**config.mk**
```make
export PLATFORM = sky130hd
export DESIGN_NAME = cls_lifecycle
export DESIGN_NICKNAME = d
export VERILOG_FILES = /design/src/cls_lifecycle.v
export VERILOG_INCLUDE_DIRS = /design/src
export SDC_FILE = /design/constraint.sdc
export NUM_CORES = 1
export LEC_CHECK = 0
export BUFFER_PORTS_ARGS = -buffer_cell sky130_fd_sc_hd__buf_2
export CORE_ASPECT_RATIO = 1.1
export CORE_MARGIN = 2
export CORE_UTILIZATION = 56
export CTS_CLUSTER_DIAMETER = 150
export DETAILED_ROUTE_END_ITERATION = 10
export PLACE_DENSITY = 0.79
export SLEW_MARGIN = 40
export SYNTH_ARGS = -nofsm -noshare
export SYNTH_HDL_FRONTEND = slang
export SYNTH_SLANG_ARGS = --single-unit
```
**constraint.sdc**
```tcl
create_clock -name clk_sys_i -period 3.1 [get_ports clk_sys_i]
set_clock_uncertainty 0.15 [all_clocks]
set_input_delay 0.155 -clock clk_sys_i [delete_from_list [all_inputs] [get_ports clk_sys_i]]
set_output_delay 0.155 -clock clk_sys_i [all_outputs]
set_load 0.03 [all_outputs]
```
**src/cls_regs.vh**
```
`ifndef CLS_REGS_VH
`define CLS_REGS_VH
// Phase codes
`define CLS_PH_POWER_ON   3'h0
`define CLS_PH_MAN_RESET  3'h1
`define CLS_PH_CLEAR      3'h2
`define CLS_PH_SAMPLE     3'h3
`define CLS_PH_IDLE       3'h4
`define CLS_PH_DOWNLOAD   3'h5
`define CLS_PH_RUN        3'h6
// Mode-select encodings, highest pin first
`define CLS_MODE_MASTER   3'h0
`define CLS_MODE_SLAVE_CS 3'h1
`define CLS_MODE_SLAVE    3'h7
// Download contexts
`define CLS_CTX_MASTER      3'h0
`define CLS_CTX_SLAVE_CS    3'h1
`define CLS_CTX_SLAVE       3'h2
`define CLS_CTX_MASTER_TRIG 3'h3
`define CLS_CTX_RELOAD      3'h4
// Timing defaults in clock cycles
`define CLS_POR_CLEAR_CYCLES 16'h0400
`define CLS_CLEAR_CYCLES     16'h0040
`define CLS_SAMPLE_CYCLES    16'h0002
`endif

```
**src/cls_lifecycle.v**
```verilog
// Operation
// - After power-up the sequencer waits for supply good, then clears the whole memory.
// - In power-on the clear cycle is repeated for a fixed built-in time.
// - Manual reset holds the reset phase and one clear cycle runs on release.
// - Both reset phases lead to mode sampling, which drives config pins and samples mode.
// - Sampled modes 0, 1 and 7 are master serial, slave with chip select and slave serial.
// - Mode 0 goes straight to download, any other mode to Idle.
// - Idle releases the configuration interface and does nothing.
// - From Idle download starts only on the start pin, then the sequencer runs it.
// - Each multiplexed pin function follows the current phase.
// - Reset and sampling phases dedicate the configuration pins to configuration.
// - Unconfigured in reset and sampling, general-purpose pins stay pulled-up inputs.
// - In sampling the chip select pin is general purpose.
// - Idle returns clear-status, data, low and high pins to pulled-up inputs.
// - Download runs in one of five contexts chosen by the sampled mode and by entry from Idle or Run.
`include "cls_regs.vh"
module cls_lifecycle #(
  parameter POR_CLEAR_CYCLES = `CLS_POR_CLEAR_CYCLES,
  parameter CLEAR_CYCLES     = `CLS_CLEAR_CYCLES
) (
  input  wire       clk_sys_i,
  input  wire       rst_i,
  input  wire       supply_good_i,
  input  wire       manual_reset_i,
  input  wire [2:0] cfg_mode_select_pins_i,
  input  wire       cfg_start_pin_i,
  input  wire       cfg_chip_select_i,
  input  wire       download_done_i,
  output reg  [2:0] phase_o,
  output reg  [2:0] sampled_mode_o,
  output reg  [2:0] download_ctx_o,
  output reg        mode_valid_o,
  output reg        clear_active_o,
  output reg        download_active_o,
  output reg        cfg_if_drive_o,
  output reg        clear_status_pin_cfg_o,
  output reg        cfg_serial_data_in_cfg_o,
  output reg        low_during_cfg_pin_cfg_o,
  output reg        high_during_cfg_pin_cfg_o,
  output reg        cfg_chip_select_cfg_o,
  output reg        gpio_pullup_default_o
);
  ////////////////////////////////////////////////////////////////
  reg  [2:0]  phase;
  reg  [2:0]  next_phase;
  reg  [15:0] cnt;
  reg         configured;
  reg         from_idle;
  reg         next_configured;
  wire        cnt_done = (cnt == 16'h0000);

  function [2:0] ctx_of;
    input [2:0] mode;
    input       trig;
    input       reload;
    begin
      if (reload)
        ctx_of = `CLS_CTX_RELOAD;
      else if (mode == `CLS_MODE_SLAVE_CS)
        ctx_of = `CLS_CTX_SLAVE_CS;
      else if (mode == `CLS_MODE_SLAVE)
        ctx_of = `CLS_CTX_SLAVE;
      else if (trig)
        ctx_of = `CLS_CTX_MASTER_TRIG;
      else
        ctx_of = `CLS_CTX_MASTER;
    end
  endfunction

  // Mode in force: pins while sampling, held value after
  function [2:0] mode_now;
    input [2:0] cur_phase;
    input [2:0] pins;
    input [2:0] held;
    begin
      if (cur_phase == `CLS_PH_SAMPLE)
        mode_now = pins;
      else
        mode_now = held;
    end
  endfunction

  // Dual-use pin keeps its configuration role
  function cfg_role;
    input [2:0] ph;
    begin
      cfg_role = (ph != `CLS_PH_IDLE) && (ph != `CLS_PH_RUN);
    end
  endfunction

  ////////////////////////////////////////////////////////////////
  always @* begin
    next_phase = phase;
    case (phase)
      `CLS_PH_POWER_ON: begin
        if (supply_good_i)
          next_phase = `CLS_PH_CLEAR;
      end
      `CLS_PH_MAN_RESET: begin
        if (!manual_reset_i)
          next_phase = `CLS_PH_CLEAR;
      end
      `CLS_PH_CLEAR: begin
        if (cnt_done)
          next_phase = `CLS_PH_SAMPLE;
      end
      `CLS_PH_SAMPLE: begin
        if (cnt_done)
          next_phase = (cfg_mode_select_pins_i == `CLS_MODE_MASTER) ?
                       `CLS_PH_DOWNLOAD : `CLS_PH_IDLE;
      end
      // start pin, chip select gates mode 1
      `CLS_PH_IDLE: begin
        if (cfg_start_pin_i &&
            (sampled_mode_o != `CLS_MODE_SLAVE_CS || cfg_chip_select_i))
          next_phase = `CLS_PH_DOWNLOAD;
      end
      `CLS_PH_DOWNLOAD: begin
        if (download_done_i)
          next_phase = `CLS_PH_RUN;
      end
      // Reload from Run
      `CLS_PH_RUN: begin
        if (cfg_start_pin_i)
          next_phase = `CLS_PH_DOWNLOAD;
      end
      default: next_phase = `CLS_PH_POWER_ON;
    endcase
    if (manual_reset_i && phase != `CLS_PH_POWER_ON)
      next_phase = `CLS_PH_MAN_RESET;
  end

  always @* begin
    next_configured = configured;
    if (next_phase == `CLS_PH_CLEAR || next_phase == `CLS_PH_MAN_RESET)
      next_configured = 1'b0;
    if (phase == `CLS_PH_DOWNLOAD && next_phase == `CLS_PH_RUN)
      next_configured = 1'b1;
  end

  ////////////////////////////////////////////////////////////////
  always @(posedge clk_sys_i or posedge rst_i) begin
    if (rst_i) begin
      phase      <= `CLS_PH_POWER_ON;
      cnt        <= 16'h0000;
      configured <= 1'b0;
      from_idle  <= 1'b0;
      sampled_mode_o <= 3'h0;
      mode_valid_o   <= 1'b0;
      download_ctx_o <= 3'h0;
    end else begin
      phase <= next_phase;
      if (next_phase != phase) begin
        case (next_phase)
          `CLS_PH_CLEAR: cnt <= (phase == `CLS_PH_POWER_ON) ?
                               POR_CLEAR_CYCLES[15:0] : CLEAR_CYCLES[15:0];
          `CLS_PH_SAMPLE: cnt <= `CLS_SAMPLE_CYCLES;
          default: cnt <= 16'h0000;
        endcase
      end else if (!cnt_done) begin
        cnt <= cnt - 16'h0001;
      end
      configured <= next_configured;
      if (phase == `CLS_PH_SAMPLE && cnt_done) begin
        sampled_mode_o <= cfg_mode_select_pins_i;
        mode_valid_o   <= (cfg_mode_select_pins_i == `CLS_MODE_MASTER) ||
                          (cfg_mode_select_pins_i == `CLS_MODE_SLAVE_CS) ||
                          (cfg_mode_select_pins_i == `CLS_MODE_SLAVE);
      end
      if (next_phase == `CLS_PH_DOWNLOAD && phase != `CLS_PH_DOWNLOAD) begin
        from_idle <= (phase == `CLS_PH_IDLE);
        download_ctx_o <= ctx_of(mode_now(phase, cfg_mode_select_pins_i, sampled_mode_o),
                                 phase == `CLS_PH_IDLE, phase == `CLS_PH_RUN);
      end
    end
  end

  ////////////////////////////////////////////////////////////////
  // Pin function per phase
  always @(posedge clk_sys_i or posedge rst_i) begin
    if (rst_i) begin
      phase_o                   <= `CLS_PH_POWER_ON;
      clear_active_o            <= 1'b0;
      download_active_o         <= 1'b0;
      cfg_if_drive_o            <= 1'b0;
      clear_status_pin_cfg_o    <= 1'b1;
      cfg_serial_data_in_cfg_o  <= 1'b1;
      low_during_cfg_pin_cfg_o  <= 1'b1;
      high_during_cfg_pin_cfg_o <= 1'b1;
      cfg_chip_select_cfg_o     <= 1'b0;
      gpio_pullup_default_o     <= 1'b1;
    end else begin
      phase_o           <= next_phase;
      clear_active_o    <= (next_phase == `CLS_PH_CLEAR);
      download_active_o <= (next_phase == `CLS_PH_DOWNLOAD);
      // drive in sampling, released in idle
      cfg_if_drive_o    <= (next_phase == `CLS_PH_SAMPLE) ||
                           (next_phase == `CLS_PH_DOWNLOAD);
      clear_status_pin_cfg_o    <= cfg_role(next_phase);
      cfg_serial_data_in_cfg_o  <= cfg_role(next_phase);
      low_during_cfg_pin_cfg_o  <= cfg_role(next_phase);
      high_during_cfg_pin_cfg_o <= cfg_role(next_phase);
      // chip select config only in mode 1 download
      cfg_chip_select_cfg_o <= (next_phase == `CLS_PH_DOWNLOAD) &&
        (mode_now(phase, cfg_mode_select_pins_i, sampled_mode_o) == `CLS_MODE_SLAVE_CS);
      gpio_pullup_default_o <= !next_configured ||
                               (next_phase == `CLS_PH_MAN_RESET) ||
                               (next_phase == `CLS_PH_CLEAR) ||
                               (next_phase == `CLS_PH_DOWNLOAD && from_idle &&
                                phase == `CLS_PH_DOWNLOAD);
    end
  end
endmodule

```
==> results of run 1 <==
==> final timing paths <==
check / to / slack (ns) / cells past startpoint
max in group asynchronous: high_during_cfg_pin_cfg_o / 2.20 / 4
worst min register to register: download_ctx_o[0] / 0.35 / 1
min in group asynchronous: cnt[14] / 0.28 / 4
worst min-delay path: configured / 0.08 / 4
worst max-delay path: download_ctx_o[0] / 0.39 / 8
worst max register to register: download_ctx_o[0] / 0.39 / 8
==> area by class of cell <==
type / count / area [um^2] / area share (%)
multi-input cells: 156 / 970.9 / 43.84
flip-flops and latches: 34 / 853.3 / 38.53
well taps: 36 / 45.04 / 2.034
clock buffers: 5 / 37.54 / 1.695
repair buffers: 37 / 220.2 / 9.944
inverters: 5 / 18.77 / 0.8475
clock inverters: 3 / 68.82 / 3.107
==> registers in the layout (all words and copies together), names as in the netlist, 3 cells and up <==
register and cells:
cnt 16, phase_o 3, download_ctx_o 3, sampled_mode_o 3
==> worst min-delay path, stage by stage <==
cell	delay, ns
sky130_fd_sc_hd__buf_2	0.17
sky130_fd_sc_hd__nor2_1	0.10
sky130_fd_sc_hd__nand2_1	0.06
sky130_fd_sc_hd__o21ai_0	0.06
==> cell families (layout without fill, tap and decap cells) <==
kind of cell,after synthesis,in the layout,synth area share [%]
AO/OA/AOI/OAI,42,42,14.91
adder cells (fa/ha/maj),1,1,0.6569
AND/OR/NAND/NOR,96,96,26.81
multiplexers,7,7,4.008
buffers and inverters,17,50,4.205
flip-flops,34,34,44.81
XOR/XNOR,10,10,4.600
==> routing by layer <==
layer	wire length, um	global-route usage [%]	share of wire, %
met1	1744	30.27	43
met2	2097	39.97	52
met3	119	4.134	2.9
met4	75	9.444	1.9
met5	0	0	0
==> where the power goes <==
part / switching, uW / internal (uW)
Clock: 163 / 252
Sequential: 156 / 564
Combinational: 682 / 466
==> stage by stage <==
stage,cell area [um^2],total power [uW],cells,hold WS (ns)
3_5_place_dp,2058,1858,263,0.1175
6_report,2215,2284,276,0.07997
2_1_floorplan,1904,1598,207,0.1218
3_3_place_gp,2058,1837,263,0.1144
5_1_grt,2215,2465,276,0.1193
4_1_cts,2215,2283,276,0.07453
==> synth_stat cells, drive strengths merged <==
master   count
clkbuf       6
nand4bb      1
a32o         2
o31a         1
dfstp        2
nor2        24
inv          5
ha           1
nand2b       7
nand2       20
nor3b        1
or4          4
mux2         5
or3          4
xor2         3
o21ai        6
a211o        1
a21bo        1
o211a        1
a31oi        2
nor3         7
dfrtp       32
mux2i        2
o211ai       2
nand3       13
o31ai        3
or2          1
o21a         1
nor2b        4
a311oi       1
o32ai        1
a21o         2
and4         1
a21oi       17
buf          6
a22oi        1
xnor2        7
nor4         6
nand3b       3
==> repair_timing <==
item | in CTS | in global routing
gates resized for setup | 0 | 0
hold buffers | 5 | 0
setup buffers | 0 | 0
endpoints found under the hold margin | 36 | 0
==> results summary, run 1 <==
The critical path capture point type is a flop. After synthesis, flip-flops and latches occupy between 40 and 50% of the total area. For this design, the slowest cell found on the critical path is sky130_fd_sc_hd__nor3b_2.

Ranked by total cell area, the synthesized netlist is headed by sky130_fd_sc_hd__dfrtp_1 42%, sky130_fd_sc_hd__nor2_1 4.7%, sky130_fd_sc_hd__a21oi_1 4.5%, sky130_fd_sc_hd__nand2_1 3.7%, sky130_fd_sc_hd__nand3_1 3.4%. The average via count per standard cell is 5.902. The total clock sinks came out at 34. The number of hold violations in the final report is 0. The worst pin sits at a relative slew slack of approximately 59%. Counting every instance in the synthesized netlist gives approximately 210.

The DRC violation count after routing came out at 0. The library cells used most frequently in the layout, excluding fill and tap cells, are 32 x sky130_fd_sc_hd__dfrtp_1, 28 x sky130_fd_sc_hd__buf_2, 24 x sky130_fd_sc_hd__nor2_1. The pin count of the biggest net entering global routing is 35. The initial antenna violation count is 0.

Dividing the detail-routed wire length by the instance count gives 14.62 um. The overflow left after global routing is 0. The post-synthesis area per instance is a little over 9 um^2. Cells with a size suffix above 1 make up ~23% of the layout. The flow ran to the end, and the final reports show no timing, DRC or antenna violations. The count of maximum capacitance violations is 0.

In the final timing run, aggregate negative setup slack is 0 ns. The number of detailed-routing iterations run before antenna repair is 4. During I/O placement, the number of pins put on the boundary was 29. From synthesis to final layout, the design area changed by 16.29%. The worst-skew pair later-pin latency came out at ~0.35 ns. The synthesized netlist net count is between 200 and 250. The half-perimeter wire length of the detailed placement result is roughly 2800 um.

The total of flip-flops plus latches after synthesis is 34. The CTS buffer count came out at 5. STA puts the critical path data required time at roughly 3.2 ns. The critical path is of the reg -> reg type. The H-tree was split into 2 levels. The biggest area consumer among synthesized cells is sky130_fd_sc_hd__dfrtp_1. The repair_antennas step left the layout with diodes totalling 0. The DRC violation total after the first TritonRoute iteration came out at 90. The number of warning messages in the yosys log is 0. The worst ir drop on vdd came out at about 470 uV. The mapped netlist covers 1904 um^2. The number of endpoints failing setup at the final stage came out at 0. The via total after detailed routing is 1629. The pre-CTS setup slack is roughly 0.43 ns. The overall fraction of global-route tracks in use is a little under a quarter. The worst setup path is launched from a flop.

The number of nets in the layout is 250. Broken down by cell family, the worst path's largest delay share belongs to simple AND/OR/NAND/NOR gates. The utilization after layout is 67.05%. The library cell used most frequently in the layout, excluding fill and tap cells, is sky130_fd_sc_hd__dfrtp_1. Traced cell by cell, the critical path runs through inv_1 -> ha_1 -> nor3b_2 -> nand4bb_4 -> o31ai_4 -> and4_1 -> nand2_2 -> a32o_1. Setup repair after global routing left no endpoint under its margin. The total area inside the core boundary comes to 3303 um^2.

In this run the critical register-to-register path is launched from cnt[0]. Counting I/O delays and the setup requirement, the final critical path takes about 2.7 ns. The transition time at the pin with the least slew margin is a little over 0.6 ns. The number of antenna-violating nets in the routed design came out at 0. The global-route wire length before repair is roughly 7000 um. The top-area cell type share of the netlist area is between 40% and 50%. The power density relative to cell area came out at just over 1000 nW/um^2. The die footprint came out at around 3900 um^2. The total wirelength of the detailed-routed design came out at between 4000 and 5000 um. Of all nets on the critical path, the largest fanout is 14.

The CTS tree is built. The number of fillers in the final layout is around 280. The initial cell density of the core came out at between 50% and 60%. The cell sitting at the root of the clock tree is a sky130_fd_sc_hd__clkbuf_4. The number of global-route vias before repair came to around 1500. The path class of the lowest-slack min-delay path is in -> reg.

After clock tree synthesis, the clock-pin slew on the worst setup and hold paths is 0.11 ns. The post-route clock period utilization is 87.45%. The overall die width is approximately 60 um.

At the end of routability-driven placement, the weighted congestion stood at around 0.88. Data arrives at the worst endpoint at around 2.8 ns. The largest stage delay on the critical path came out at ~0.45 ns. The count of pins over their slew limit is 0. In this run the most critical hold path is launched from manual_reset_i. The static leakage came out at 0.0009934 uW. The number of rows in the core area came out at 22.

The clock passes through at most 2 buffers. The setup slack of the critical path after layout is between 0.3 and 0.4 ns. Derived from the worst setup path, the maximum achievable clock frequency is around 0.37 GHz. The number of buffers and inverters on the critical path is 1. The die is ~65 um tall. The critical path starts at cnt[0]. The count of buffers added on input and output ports is 28. The number of distinct library cells after synthesis came out at 44.
(Power assumes the default switching activity.)
==> inputs of run 2 (changes only) <==
--- a/config.mk
+++ b/config.mk
@@ -6,13 +6,14 @@
 export SDC_FILE = /design/constraint.sdc
 export NUM_CORES = 1
 export LEC_CHECK = 0
-export BUFFER_PORTS_ARGS = -buffer_cell sky130_fd_sc_hd__buf_2
 export CORE_ASPECT_RATIO = 1.1
 export CORE_MARGIN = 2
-export CORE_UTILIZATION = 56
+export CORE_UTILIZATION = 62
 export CTS_CLUSTER_DIAMETER = 150
 export DETAILED_ROUTE_END_ITERATION = 10
-export PLACE_DENSITY = 0.79
+export DONT_BUFFER_PORTS = 1
+export GPL_TIMING_DRIVEN = 0
+export PLACE_DENSITY = 0.78
 export SLEW_MARGIN = 40
 export SYNTH_ARGS = -nofsm -noshare
 export SYNTH_HDL_FRONTEND = slang
==> results summary, run 2 (synthesis gave the netlist of run 1 again) <==
The register with the most flip-flops is cnt. The relative slew slack came out at 53.54% (-5.0 points). STA classifies the critical path endpoint as a flop. The total clock sinks came to 34 (unchanged). The transition time at the pin with the least slew margin is 0.6959 ns (+0.07408 ns).

The area growth from synthesis to layout is 9.001%. The flip-flop count of the largest register, all copies and words added came out at 16 (unchanged). The deepest level of the CTS H-tree is 2 (unchanged). The critical path data required time is 3.22 ns (+0.02 ns). The cell sitting at the root of the clock tree is a sky130_fd_sc_hd__clkbuf_4. The number of antenna-violating nets in the routed design came out at 0 (unchanged).

The CTS buffer count came out at 5 (unchanged). The die footprint came out at 3531 um^2 (-9.1%). The worst-skew pair later-pin latency came out at 0.33 ns (-0.02 ns).

The path class of the lowest-slack min-delay path is in -> reg. Grouping stages by cell kind, the critical path spends the most delay in compound AO/OA/AOI/OAI gates. The number of top-level pins came to 29 (unchanged).

The number of port buffers is 0 (-100%). Among all stages on the critical path, the largest delay is contributed by sky130_fd_sc_hd__o31ai_1. The number of detailed-routing iterations run before antenna repair was 5 (+1). The endpoint identified for the worst register-to-register timing path is cnt[2]. The setup slack of the critical path after layout is 0.3672 ns (-0.02194 ns). The power density relative to cell area came to 1026 nW/um^2 (-0.52%). The number of rows in the core area is 21 (-4.5%). The total negative slack for setup checks is 0 ns (unchanged). The count of pins over their slew limit was 0 (unchanged). The count of maximum capacitance violations came out at 0 (unchanged).

The vertical die dimension came out at 62.13 um (-4.7%). The library cell used most frequently in the layout, excluding fill and tap cells, is sky130_fd_sc_hd__dfrtp_1. The signal arrival time at the worst endpoint is 2.85 ns (+0.04 ns). The area inside the core boundary is 2995 um^2 (-9.3%). The overall fraction of global-route tracks in use came to 26.41% (+2.6 points). The run finished with clean final reports.

The initial cell density of the core came to 63.58% (+5.9 points). The hold path startpoint is supply_good_i. The maximum clock frequency came out at 0.3659 GHz (-0.80%). The static leakage is 0.0008806 uW (-11%). The placer congestion estimate is 0.8947 (+1.5%).

The number of endpoints failing setup at the final stage is 0 (unchanged). The minimum clock period is 2.733 ns (+0.02194 ns). The half-perimeter wire length of the detailed placement result is 2993 um (+7.7%). The number of fillers in the final layout came out at 236 (-14%).

The number of cells upsized or downsized after cts is 0 (unchanged). The DRC violation total after the first TritonRoute iteration came out at 90 (unchanged). The final total power is 2129 uW (-6.8%). Setup repair after global routing left no endpoint under its margin. The source of the worst register-to-register timing path is phase_o[1].

The routed wirelength normalized by instance count is 16.57 um (+13%). The pin count of the biggest net entering global routing came out at 35 (unchanged). The clock transition at the registers of the reported paths is 0.10 ns (about the same). The setup path with the least slack is of type reg -> reg. The share of cells above drive strength 1 is 12.73% (-9.8 points).

The critical path depth came out at 7 (-1). The number of buffers and inverters on the critical path is 2 (+1). The number of global-route vias before repair is 1556 (+3.9%). The number of antenna diodes is 0 (unchanged). The number of cells traversed by the worst register-to-register path is 7 (-1). The total wirelength of the detailed-routed design is 4210 um (+4.3%). The maximum net fanout on the critical path is 10 (-4). The initial antenna violation count is 0 (unchanged). The number of nets in the layout is 230 (-8.0%). The pre-CTS setup slack is 0.4220 ns (-0.008992 ns). The global-route wire length before repair was 7369 um (+5.0%). The worst ir drop on vdd is 725.1 uV (+54%). The via total after detailed routing is 1594 (-2.1%). The number of post-CTS setup repair buffers came out at 0 (unchanged). The overflow left after global routing came out at 0 (unchanged).

The overall die width came to 56.84 um (-4.6%). The placed instance count came to 241 (-8.4%). The post-route clock period utilization came out at 88.16% (+0.71 points). The register-to-register setup slack came out at 0.37 ns (-0.02 ns). The number of hold violations in the final report came out at 0 (unchanged). The count of placed standard cells in the final layout, fillers left out is 254 (-8.0%).

TritonCTS built the clock tree. The depth of the worst hold-timing path is 4 (unchanged). The average via count per standard cell is 6.276 (+6.3%). The worst-case clock buffer depth is 2 (unchanged). The final hold slack came out at 0.05995 ns (-0.02003 ns).

Leaving out fill and tap cells, the most frequent cells in the layout are 32 x sky130_fd_sc_hd__dfrtp_1, 24 x sky130_fd_sc_hd__nor2_1, 19 x sky130_fd_sc_hd__nand2_1. The largest stage delay on the critical path is 0.65 ns (+0.20 ns). The worst hold path terminates at cnt[10]. The DRC violation count after routing came out at 0 (unchanged).

The worst setup path is launched from a flop. Walking the worst path, the cells encountered are clkbuf_1 -> o31ai_1 -> nand3_1 -> o21a_1 -> a21o_1 -> buf_2 -> a21oi_1.
-- run 2: changes by cell type in the layout (fill, tap and decap cells not counted), sizes merged --
| cell | previous run | this run |
|---|---|---|
| clkbuf | 5 | 14 |
| clkinv | 1 | 0 |
| bufinv | 2 | 0 |
| buf | 32 | 6 |
-- run 2: repair_timing --
| action | in CTS | in global routing |
|---|---|---|
| endpoints found under the setup margin | 0 | 0 |
| hold buffers | 5 | 0 |
| endpoints found under the hold margin | 39 | 0 |
-- run 2: worst max path at each step --
stage | slack, ns | end | startpoint
6_report | 0.37 | cnt[2] | phase_o[1]
5_1_grt | 0.17 | cnt[0] | phase_o[1]
4_1_cts | 0.39 | cnt[2] | phase_o[1]
3_5_place_dp | 0.42 | cnt[2] | phase_o[1]
3_3_place_gp | 0.45 | cnt[2] | phase_o[1]
2_1_floorplan | 0.76 | download_ctx_o[0] | cnt[11]
-- run 2: through the flow --
step	area [um^2]	utilization, %
finish	2076	69.30
global route	2076	69.30
CTS	2076	69.30
detailed placement	1947	65.00
global placement	1947	65.00
floorplan	1904	-
-- run 2: final cells by class --
cell class / count / area (um^2) / share of cell area, %
multi-input cells: 156 / 970.9 / 46.78
flip-flops and latches: 34 / 853.3 / 41.11
clock buffers: 8 / 78.83 / 3.797
plain buffers: 12 / 61.31 / 2.954
repair buffers: 5 / 50.05 / 2.411
well taps: 34 / 42.54 / 2.049
inverters: 5 / 18.77 / 0.9042
-- run 2: where the power goes --
| part | switching (uW) | total [uW] | internal [uW] |
|---|---|---|---|
| clock network | 149 | 304 | 155 |
| logic | 601 | 1020 | 417 |
| registers | 243 | 806 | 564 |
| total | 993 | 2130 | 1140 |
-- run 2: worst register-to-register path, delay by kind of cell (launching register included) --
kind,cells,cell delay [ns]
flip-flops,1,0.58
AO/OA/AOI/OAI,4,1.25
buffers and inverters,2,0.51
AND/OR/NAND/NOR,1,0.17
-- run 2: metal layers --
metal / global-route usage [%] / up-vias / part of all wire [%]
li1: - / 759 / -
met1: 33.70 / 791 / 42
met2: 43.90 / 39 / 52
met3: 6.458 / 5 / 4.4
met4: 8.721 / 0 / 1.2
met5: 0 / - / 0
